==> config.mk <==
export PLATFORM = sky130hd
export DESIGN_NAME = lipc_ctrl
export DESIGN_NICKNAME = d
export VERILOG_FILES = /design/src/inc/lipc_pkg.sv /design/src/verilog/lipc_ctrl.sv /design/src/verilog/lipc_dir_ctrl.sv
export SDC_FILE = /design/constraint.sdc
export NUM_CORES = 1
export LEC_CHECK = 0
export ABC_AREA = 1
export BUFFER_PORTS_ARGS = -buffer_cell sky130_fd_sc_hd__buf_2
export CAP_MARGIN = 20
export CORE_MARGIN = 1
export CORE_UTILIZATION = 48
export CTS_CLUSTER_DIAMETER = 80
export DETAILED_ROUTE_END_ITERATION = 12
export MAX_ROUTING_LAYER = met4
export PLACE_DENSITY = 0.8
export REMOVE_ABC_BUFFERS = 1
export SETUP_SLACK_MARGIN = 0.2
export SLEW_MARGIN = 20
export SYNTH_ARGS = -nofsm -noshare
export SYNTH_HDL_FRONTEND = slang
export SYNTH_SLANG_ARGS = --single-unit
==> constraint.sdc <==
create_clock -name clock -period 1.2 [get_ports clock]
set_clock_uncertainty 0.1 [all_clocks]
set_input_delay 0 -clock clock [delete_from_list [all_inputs] [get_ports clock]]
set_output_delay 0 -clock clock [all_outputs]
set_load 0.02 [all_outputs]
==> src/inc/lipc_pkg.sv <==
// package of offsets, field positions and reset values for the legacy io pass-through control
package lipc_pkg;
   // register indices on the io register port
   localparam logic [1:0] ADDR_MODE_ONE = 2'h0;
   localparam logic [1:0] ADDR_MODE_TWO = 2'h1;
   localparam logic [1:0] ADDR_GATE_LOW = 2'h2;
   localparam logic [1:0] ADDR_GATE_HIGH = 2'h3;
   // serial_port_mode_one fields
   localparam int MODE1_P2_AUTO = 5;
   localparam int MODE1_P1_AUTO = 4;
   localparam int MODE1_P2_OEN = 1;
   localparam int MODE1_P1_OEN = 0;
   localparam logic [7:0] MODE1_WMASK = 8'h33;
   localparam logic [7:0] MODE1_RESET = 8'h03;
   // serial_port_mode_two fields
   localparam int MODE2_FAST = 0;
   localparam logic [7:0] MODE2_WMASK = 8'h01;
   localparam logic [7:0] MODE2_RESET = 8'h00;
   // isa_irq_gate_low: bits 7..0 gate lines 11,10,9,7,6,5,4,3
   localparam logic [7:0] GATE_LOW_WMASK = 8'hFF;
   localparam logic [7:0] GATE_LOW_RESET = 8'h00;
   // isa_irq_gate_high_and_mode fields
   localparam int GATE_HIGH_FLAG = 7;
   localparam int GATE_HIGH_WIDE = 4;
   localparam logic [7:0] GATE_HIGH_WMASK = 8'h17;
   localparam logic [7:0] GATE_HIGH_RESET = 8'h00;
   // baud divisor shift in legacy mode (multiply by 16)
   localparam int DIV_SHIFT = 4;
   localparam int ISA_LINES = 11;
endpackage

==> src/verilog/lipc_ctrl.sv <==
// serial port and isa pass-through control registers with interrupt gating
//
// Behaviour
// - mode one bit 4 enables port 1 automatic direction; use only with RS-485.
// - auto direction on: transmit enabled while bytes remain, tri-stated otherwise.
// - auto direction off with RS-485: RTS 0 enables transmit, RTS 1 tri-states it; RS-232 always enables.
// - mode one bits 1,0 enable ports 2,1; zero disables Tx/RTS, forwards to ISA.
// - a disabled port's io range is not decoded to the port; accesses to it are forwarded to isa.
// - reserved bits ignore writes and read zero.
// - mode two bit 0: zero multiplies divisor by 16, one uses it as is.
// - each set gate passes its isa line to serial irq unlatched; clear blocks.
// - gate low bits 7..0 gate lines 11,10,9,7,6,5,4,3.
// - gate high bits 2,1,0 gate lines 15,14,12; bit 3 reserved.
// - isa interrupt inputs are active high.
// - forwarding ignores the global serial irq enable.
// - gate high bit 7 sets on forwarded access, read-clears, ignores writes.
// - gate high bit 4: zero allows 8 and 16 bit, one 16 bit only.
// - mode registers take defaults on platform reset.
`timescale 1ns/1ps
`default_nettype none
module lipc_ctrl #(
   parameter int DIV_WIDTH = 16
) (
   input wire logic clock,
   input wire logic nrst,
   input wire logic [1:0] reg_addr,
   input wire logic reg_wr,
   input wire logic reg_rd,
   input wire logic [7:0] reg_wdata,
   output logic [7:0] reg_rdata,
   input wire logic port1_hit,
   input wire logic port2_hit,
   input wire logic isa_cycle,
   output logic port1_decode,
   output logic port2_decode,
   output logic isa_forward,
   output logic isa_wide_only_sel,
   input wire logic [DIV_WIDTH-1:0] divisor,
   output logic [DIV_WIDTH+3:0] baud_divisor,
   input wire logic [1:0] port_xcvr_select,
   input wire logic [1:0] port_tx_busy,
   input wire logic [1:0] port_rts_bit,
   input wire logic [1:0] port_tx_in,
   input wire logic [1:0] port_rts_in,
   output logic [1:0] port_tx_out,
   output logic [1:0] port_tx_oe,
   output logic [1:0] port_rts_out,
   output logic [1:0] port_rts_oe,
   input wire logic [10:0] isa_irq_in,
   output logic [10:0] serirq_req
);
   typedef struct packed {
      logic [7:0] mode_one;
      logic [7:0] mode_two;
      logic [7:0] gate_low;
      logic [7:0] gate_high;
      logic [7:0] rdata;
      logic p1_dec;
      logic p2_dec;
      logic fwd;
      logic [DIV_WIDTH+3:0] baud;
      logic [10:0] irq;
   } lipc_state_type;

   lipc_state_type st_reg;
   lipc_state_type st_next;
   logic [10:0] gates;
   logic [1:0] port_en;
   logic [1:0] auto_en;
   logic fwd_now;

   function automatic logic [7:0] masked_write(input logic [7:0] old, input logic [7:0] wd, input logic [7:0] msk);
      masked_write = (old & ~msk) | (wd & msk);
   endfunction

   // line order: 3,4,5,6,7,9,10,11,12,14,15
   assign gates = {st_reg.gate_high[2:0], st_reg.gate_low};
   assign port_en = {st_reg.mode_one[lipc_pkg::MODE1_P2_OEN], st_reg.mode_one[lipc_pkg::MODE1_P1_OEN]};
   assign auto_en = {st_reg.mode_one[lipc_pkg::MODE1_P2_AUTO], st_reg.mode_one[lipc_pkg::MODE1_P1_AUTO]};
   // a disabled port's range falls through to isa
   assign fwd_now = isa_cycle || (port1_hit && !port_en[0]) || (port2_hit && !port_en[1]);

   //==========================================================
   // register file
   always_comb begin
      st_next = st_reg;
      st_next.p1_dec = port1_hit && port_en[0];
      st_next.p2_dec = port2_hit && port_en[1];
      st_next.fwd = fwd_now;
      st_next.irq = isa_irq_in & gates;
      if (st_reg.mode_two[lipc_pkg::MODE2_FAST]) begin
         st_next.baud = {4'h0, divisor};
      end else begin
         st_next.baud = {divisor, 4'h0};
      end
      if (reg_wr) begin
         unique case (reg_addr)
            lipc_pkg::ADDR_MODE_ONE: st_next.mode_one = masked_write(st_reg.mode_one, reg_wdata, lipc_pkg::MODE1_WMASK);
            lipc_pkg::ADDR_MODE_TWO: st_next.mode_two = masked_write(st_reg.mode_two, reg_wdata, lipc_pkg::MODE2_WMASK);
            lipc_pkg::ADDR_GATE_LOW: st_next.gate_low = masked_write(st_reg.gate_low, reg_wdata, lipc_pkg::GATE_LOW_WMASK);
            lipc_pkg::ADDR_GATE_HIGH: st_next.gate_high = masked_write(st_reg.gate_high, reg_wdata,
                                                                       lipc_pkg::GATE_HIGH_WMASK);
         endcase
      end
      if (reg_rd) begin
         unique case (reg_addr)
            lipc_pkg::ADDR_MODE_ONE: st_next.rdata = st_reg.mode_one;
            lipc_pkg::ADDR_MODE_TWO: st_next.rdata = st_reg.mode_two;
            lipc_pkg::ADDR_GATE_LOW: st_next.rdata = st_reg.gate_low;
            lipc_pkg::ADDR_GATE_HIGH: begin
               st_next.rdata = st_reg.gate_high;
               st_next.gate_high[lipc_pkg::GATE_HIGH_FLAG] = 1'b0;
            end
         endcase
      end
      if (fwd_now) begin
         st_next.gate_high[lipc_pkg::GATE_HIGH_FLAG] = 1'b1;
      end
   end

   always_ff @(posedge clock) begin
      if (!nrst) begin
         st_reg <= '0;
         st_reg.mode_one <= lipc_pkg::MODE1_RESET;
         st_reg.mode_two <= lipc_pkg::MODE2_RESET;
         st_reg.gate_low <= lipc_pkg::GATE_LOW_RESET;
         st_reg.gate_high <= lipc_pkg::GATE_HIGH_RESET;
      end else begin
         st_reg <= st_next;
      end
   end

   assign reg_rdata = st_reg.rdata;
   assign port1_decode = st_reg.p1_dec;
   assign port2_decode = st_reg.p2_dec;
   assign isa_forward = st_reg.fwd;
   assign isa_wide_only_sel = st_reg.gate_high[lipc_pkg::GATE_HIGH_WIDE];
   assign baud_divisor = st_reg.baud;
   assign serirq_req = st_reg.irq;

   //==========================================================
   // per-port direction control
   genvar gi;
   generate
      for (gi = 0; gi < 2; gi++) begin : g_port
         lipc_dir_ctrl u_dir (
            .clock(clock),
            .nrst(nrst),
            .port_en(port_en[gi]),
            .xcvr_485(port_xcvr_select[gi]),
            .auto_dir_en(auto_en[gi]),
            .tx_busy(port_tx_busy[gi]),
            .rts_bit(port_rts_bit[gi]),
            .tx_in(port_tx_in[gi]),
            .rts_in(port_rts_in[gi]),
            .tx_out(port_tx_out[gi]),
            .tx_oe(port_tx_oe[gi]),
            .rts_out(port_rts_out[gi]),
            .rts_oe(port_rts_oe[gi])
         );
      end
   endgenerate

   //==========================================================
   // checks
   chk_reserved_zero: assert property (@(posedge clock) disable iff (!nrst)
      (st_reg.mode_one[7:6] == 2'h0) && (st_reg.mode_one[3:2] == 2'h0) && (st_reg.mode_two[7:1] == 7'h00)
      && (st_reg.gate_high[6:5] == 2'h0) && (st_reg.gate_high[3] == 1'b0))
      else $error("reserved bit nonzero");
   chk_mode_write: assert property (@(posedge clock) disable iff (!nrst)
      reg_wr && reg_addr == lipc_pkg::ADDR_MODE_ONE |=> st_reg.mode_one == ($past(reg_wdata) & lipc_pkg::MODE1_WMASK))
      else $error("mode one write not masked");
   chk_irq_gating: assert property (@(posedge clock) disable iff (!nrst)
      1'b1 |=> serirq_req == ($past(isa_irq_in) & $past(gates)))
      else $error("irq gating mismatch");
   chk_flag_sets: assert property (@(posedge clock) disable iff (!nrst)
      fwd_now |=> st_reg.gate_high[lipc_pkg::GATE_HIGH_FLAG])
      else $error("forwarded access not flagged");
   chk_flag_clears: assert property (@(posedge clock) disable iff (!nrst)
      reg_rd && reg_addr == lipc_pkg::ADDR_GATE_HIGH && !fwd_now |=> !st_reg.gate_high[lipc_pkg::GATE_HIGH_FLAG])
      else $error("flag not cleared by read");
   chk_flag_no_write: assert property (@(posedge clock) disable iff (!nrst)
      reg_wr && reg_addr == lipc_pkg::ADDR_GATE_HIGH && !reg_rd && !fwd_now
      |=> st_reg.gate_high[lipc_pkg::GATE_HIGH_FLAG] == $past(st_reg.gate_high[lipc_pkg::GATE_HIGH_FLAG]))
      else $error("flag changed by write");
   chk_isa_forward: assert property (@(posedge clock) disable iff (!nrst)
      isa_cycle |=> isa_forward)
      else $error("isa cycle not forwarded");
   chk_read_before: assert property (@(posedge clock) disable iff (!nrst)
      reg_rd && reg_addr == lipc_pkg::ADDR_GATE_HIGH |=> reg_rdata == $past(st_reg.gate_high))
      else $error("read value not captured before clear");
   chk_no_decode: assert property (@(posedge clock) disable iff (!nrst)
      port1_hit && !port_en[0] |=> !port1_decode && isa_forward)
      else $error("disabled port decoded");
   chk_decode_enabled: assert property (@(posedge clock) disable iff (!nrst)
      port2_hit && port_en[1] |=> port2_decode)
      else $error("enabled port not decoded");
   chk_baud_legacy: assert property (@(posedge clock) disable iff (!nrst)
      !st_reg.mode_two[0] |=> baud_divisor == {$past(divisor), 4'h0})
      else $error("legacy divisor not scaled");
   chk_baud_fast: assert property (@(posedge clock) disable iff (!nrst)
      st_reg.mode_two[lipc_pkg::MODE2_FAST] |=> baud_divisor == {4'h0, $past(divisor)})
      else $error("fast divisor modified");
   chk_wide_write: assert property (@(posedge clock) disable iff (!nrst)
      reg_wr && reg_addr == lipc_pkg::ADDR_GATE_HIGH |=> isa_wide_only_sel == $past(reg_wdata[lipc_pkg::GATE_HIGH_WIDE]))
      else $error("wide only select not written");
   chk_reset_mode: assert property (@(posedge clock)
      !nrst |=> st_reg.mode_one == lipc_pkg::MODE1_RESET && st_reg.mode_two == lipc_pkg::MODE2_RESET)
      else $error("mode registers not reset");
   cov_flag_read: cover property (@(posedge clock) disable iff (!nrst)
      fwd_now ##1 reg_rd && reg_addr == lipc_pkg::ADDR_GATE_HIGH);
   cov_fast: cover property (@(posedge clock) disable iff (!nrst) st_reg.mode_two[0]);
   cov_irq: cover property (@(posedge clock) disable iff (!nrst) serirq_req != 11'h000);
   cov_disabled_hit: cover property (@(posedge clock) disable iff (!nrst) port1_hit && !port_en[0]);
endmodule
`default_nettype wire

==> src/verilog/lipc_dir_ctrl.sv <==
// transmit direction and output gating for one serial port
`timescale 1ns/1ps
`default_nettype none
module lipc_dir_ctrl (
   input wire logic clock,
   input wire logic nrst,
   input wire logic port_en,
   input wire logic xcvr_485,
   input wire logic auto_dir_en,
   input wire logic tx_busy,
   input wire logic rts_bit,
   input wire logic tx_in,
   input wire logic rts_in,
   output logic tx_out,
   output logic tx_oe,
   output logic rts_out,
   output logic rts_oe
);
   typedef struct packed {
      logic tx_out;
      logic tx_oe;
      logic rts_out;
      logic rts_oe;
   } lipc_dir_state_type;

   lipc_dir_state_type st_reg;
   lipc_dir_state_type st_next;

   always_comb begin
      st_next.tx_out = tx_in;
      st_next.rts_out = rts_in;
      st_next.rts_oe = port_en;
      if (!port_en) begin
         st_next.tx_oe = 1'b0;
      end else if (xcvr_485 && auto_dir_en) begin
         st_next.tx_oe = tx_busy;
      end else if (xcvr_485) begin
         st_next.tx_oe = ~rts_bit;
      end else begin
         st_next.tx_oe = 1'b1;
      end
   end

   always_ff @(posedge clock) begin
      if (!nrst) begin
         st_reg <= '0;
      end else begin
         st_reg <= st_next;
      end
   end

   assign tx_out = st_reg.tx_out;
   assign tx_oe = st_reg.tx_oe;
   assign rts_out = st_reg.rts_out;
   assign rts_oe = st_reg.rts_oe;

   chk_auto_dir_follow: assert property (@(posedge clock) disable iff (!nrst)
      port_en && xcvr_485 && auto_dir_en |=> tx_oe == $past(tx_busy))
      else $error("auto direction enable does not follow busy");
   chk_manual_rts: assert property (@(posedge clock) disable iff (!nrst)
      port_en && xcvr_485 && !auto_dir_en |=> tx_oe == !$past(rts_bit))
      else $error("manual direction does not follow rts");
   chk_disabled_quiet: assert property (@(posedge clock) disable iff (!nrst)
      !port_en |=> !tx_oe && !rts_oe)
      else $error("disabled port drives outputs");
   cov_auto_send: cover property (@(posedge clock) disable iff (!nrst)
      port_en && xcvr_485 && auto_dir_en && tx_busy ##1 !tx_busy);
endmodule
`default_nettype wire

After elaboration in Yosys (flattened, before gate mapping)

Index checks and enable logic that the tools add are counted.

Reductions and logical operators: 19
Equal/unequal tests: 3
Mux-type cells: 11
Bitwise operators: 7

Operator list:

| cell                 | number |
|---|---|
| $pmux W8 S4          | 1 |
| $mux W16             | 1 |
| $mux W8              | 2 |
| $reduce_and A2 Y1    | 7 |
| $and A11 B11 Y11     | 1 |
| $or A8 B1 Y8         | 1 |
| $or A8 B5 Y8         | 1 |
| $or A8 B6 Y8         | 1 |
| $mux W1              | 7 |
| $logic_and A1 B1 Y1  | 6 |
| $eq A2 B2 Y1 const B | 2 |
| $not A1 Y1           | 3 |
| $eq A2 B1 Y1 const B | 1 |
| $logic_not A1 Y1     | 2 |
| $logic_not A2 Y1     | 1 |
| $logic_or A1 B1 Y1   | 2 |
| $reduce_or A2 Y1     | 1 |

Register bits after elaboration: 82
Word-level logic and storage cells: 61
Output and inout port bits: 51

Longest topological paths before layout

Word-level depth: 6
Gate-level depth with buffers: 7
Mapped depth without buffers: 7

Hierarchy

Synthesis repeated with hierarchy kept, for this count alone.

Cells, all modules: 310
Area, all modules: 2562.5 sq um

Modules (own cells, without submodules):

| module        | times used | cells an instance | area an instance (sq um) |
|---|---|---|---|
| lipc_ctrl     | 1          | 280               | 2309.7 |
| lipc_dir_ctrl | 2          | 15                | 126.4 |

Worst setup path before layout

OpenSTA, ideal clock, no wires.

Kind: register -> register
Start point: register st_reg[58] (netlist name)
End point: register st_reg (netlist bit baud_divisor[15])
Cell stages (with the launch flop): 5
Setup slack: 196 ps
Path buffers: 1
Arrival time: 782 ps
Setup time: 122 ps
Cell sequence: dfxtp_1 -> inv_1 -> nand2_1 -> buf_2 -> o22ai_1

Longest elaborated chain between the ends: 1

Ends and longest elaborated chain:

| element                  | line             | text |
|---|---|---|
| start: declaration       | lipc_ctrl.sv:65  | `lipc_state_type st_reg;` |
| start signal: assignment | lipc_ctrl.sv:129 | `st_reg <= st_next;` |
| $mux W16                 | lipc_ctrl.sv:91  | `if (st_reg.mode_two[lipc_pkg::MODE2_FAST]) begin` |

No other way between the ends.
A chain may end at the register's enable or synchronous reset.

Worst setup path in the final report

Start point: register st_reg (netlist bit port_en[0])
End point: register st_reg[49] (netlist name)

Longest elaborated chain between the ends: 5

Ends and longest elaborated chain:

| element                          | line             | text |
|---|---|---|
| $logic_not A1 Y1                 | --               |  |
| $logic_and A1 B1 Y1              | lipc_ctrl.sv:81  | `assign fwd_now = isa_cycle \|\| (port1_hit && !port_en[0]) \|\| (port2_hit && !port_en[1]);` |
| $logic_or A1 B1 Y1 (2 in series) | lipc_ctrl.sv:81  |  |
| $mux W1                          | lipc_ctrl.sv:116 | `if (fwd_now) begin` |

No other way between the ends.

==> impl_metrics.env <==
export IMPL_worst_pin_slew_ps=274.2
export IMPL_hold_violations=17
export IMPL_final_cells=511
export IMPL_path_clk_slew_ps=70
export IMPL_rows=26
export IMPL_worstSetupPathType="flip-flop to flip-flop"
export IMPL_diodes=0
export IMPL_synthDistinctLibCells=25
export IMPL_period_minus_slack_ps=972.3
export IMPL_grt_max_degree=24
export IMPL_layout_commonest_cell="buf_2"
export IMPL_track_usage_pct=23.89
export IMPL_path_buf_inv=1
export IMPL_drc=0
export IMPL_hold_path_class="primary input to flip-flop"
export IMPL_crit_required_ps=1310
export IMPL_core_mm2=0.005270
export IMPL_drv_slew=0
export IMPL_setup_viol=0
export IMPL_portBuffers=104
export IMPL_synthCells=318
export IMPL_cpMaxStageDelayCell="dfxtp_2"
export IMPL_rsz0062_at_grt="true"
export IMPL_dp_cells=442
export IMPL_crit_family="flip-flops"
export IMPL_outcome="finished, violations left"
export IMPL_via_count=2370
export IMPL_yosysWarnings=0
export IMPL_leakage_nw=1.828
export IMPL_clock_path_buffers=2
export IMPL_htree_levels=3
export IMPL_vias_per_cell=4.638
export IMPL_ir_worst_vdd_mv=0.7995
export IMPL_avgSynthCellArea_um2=8.511
export IMPL_post_route_period_util_pct=81.03
export IMPL_drive_gt1_share_pct=35.37
export IMPL_largest_reg_flops=20
export IMPL_fin_util_pct=70.99
export IMPL_die_area_mm2=0.005943
export IMPL_relSlewSlack_pct=81.72
export IMPL_clock_sinks=68
export IMPL_nets=490
export IMPL_wl_um=6502
export IMPL_crit_path_frequent_cell="o21ai_1"
export IMPL_nFillCells=415
export IMPL_grt_pass1_wl_um=10780
export IMPL_synth_area_mm2=0.002706
export IMPL_hold_ws_ps=-85.39
export IMPL_antenna_found_initial=0
export IMPL_detail_route_antenna_nets=0
export IMPL_cp_cell_sequence="inv_2 > a21oi_2 > o21ai_1 > nand2_1 > o21ai_1"
export IMPL_cp_arrival_ps=1090
export IMPL_insertion_delay_ps=320
export IMPL_ys_seq_area_share_pct=50.30
export IMPL_slowest_delay_ps=330
export IMPL_fin_setup_tns_ps=0
export IMPL_io_pins=105
export IMPL_drt_pass1_iter_count=4
export IMPL_dp_hpwl_um=3979
export IMPL_cp_max_fo=3
export IMPL_area_growth_pct=38.23
export IMPL_cp_end_kind="flip-flop"
export IMPL_startpoint_type="flip-flop"
export IMPL_maxCapViolCount=0
export IMPL_grt_pass1_vias=2324
export IMPL_fmax_mhz=1028
export IMPL_drt_iter0_drc=123
export IMPL_overflow=0
export IMPL_place_congestion=0.7887
export IMPL_rrSetupSlack_ps=230
export IMPL_initial_core_util_pct=51.35
export IMPL_ys_ff_latch=68
export IMPL_fp_dieW_um=77.09
export IMPL_wl_per_cell_um=12.72
export IMPL_pwr_density_cell_mw_per_mm2=1402
export IMPL_cts_root_buf="clkbuf_8"
export IMPL_cts_tree="yes"
export IMPL_layout_common_cells="104 x buf_2, 65 x dfxtp_1, 57 x nand2_1"
export IMPL_postCtsHoldBufs=53
export IMPL_violations="hold timing"
export IMPL_cts_buffers=9
export IMPL_die_y_um=77.09
cell type report:
type | instances | area [um^2] | share of cell area (%)
Clock inverter | 3 | 67.56 | 1.806
Timing Repair Buffer | 163 | 1112 | 29.73
Inverter | 36 | 137.6 | 3.679
Clock buffer | 13 | 168.9 | 4.515
Tap cell | 70 | 87.58 | 2.341
Sequential cell | 68 | 1365 | 36.49
Multi-Input combinational cell | 158 | 802.0 | 21.44
through the flow:
| stage | worst slack [ps] | instance area (um^2) | total power [mW] |
|---|---|---|---|
| final | 227.7 | 3741 | 5.246 |
| after global routing | 183.8 | 3741 | 5.464 |
| after CTS | 200.8 | 3730 | 5.266 |
| after detailed placement | 183.9 | 2963 | 2.995 |
| after global placement | 195.0 | 2963 | 2.984 |
| after floorplan | 218.6 | 2297 | 2.729 |
path summary, 6_finish.rpt:
kind	from	endpoint	depth (start not counted)
hold / removal	nrst	port_en[1]	2
hold reg to reg	gates[4]	serirq_req[4]	2
setup reg to reg	port_en[0]	st_reg[49]	5
setup / recovery	port_en[0]	st_reg[49]	5
power by group:
group	internal (mW)	switching, mW	total (mW)
clock	1.34	0.802	2.14
combinational	0.319	0.371	0.690
sequential	2.36	0.0470	2.41
cells in the mapped netlist:
master     n  share of area, %
a31oi_2    1              0.46
a21boi_1   1              0.28
inv_2      4              0.55
buf_2      6               1.1
clkbuf_1   1              0.14
nor2_1    26               3.6
nand2_2    3              0.69
o211ai_1   2              0.55
nand3_1   10               1.8
inv_1     31               4.3
o21bai_1   1              0.28
o21ai_0    9               1.7
buf_8      1              0.55
o21a_1     2              0.55
nor2_2     2              0.46
a21oi_1   15               2.8
a21oi_2    7               2.3
o21ai_1    1              0.18
o22ai_1   12               2.8
nand3_2    8               3.0
dfxtp_1   68                50
buf_4     48                13
a31oi_1    1              0.23
nand2_1   57               7.9
inv_4      1              0.23
routing by layer:
layer	global-route usage, %	up-vias	wire length [um]
li1	-	1193	-
met1	28.54	1083	2887
met2	39.82	89	3183
met3	5.238	5	385
met4	7.925	0	46
met5	-	-	0
timing repair:
item / CTS / global route
buffers inserted: 0 / 0
hold endpoints to repair: 63 / 15
cloned: 0 / 0
resized for setup: 1 / 9
endpoints found under the setup margin: 1 / 16
pin swaps: 1 / 2
cells by family (layout without fill, tap and decap cells):
kind of cell	count (synthesis)	after routing	synth area share [%]
buf+inv	92	215	20.20
simple gates	106	106	17.48
compound gates	52	52	12.02
flops	68	68	50.30
Power figures use the tool's default switching activity.
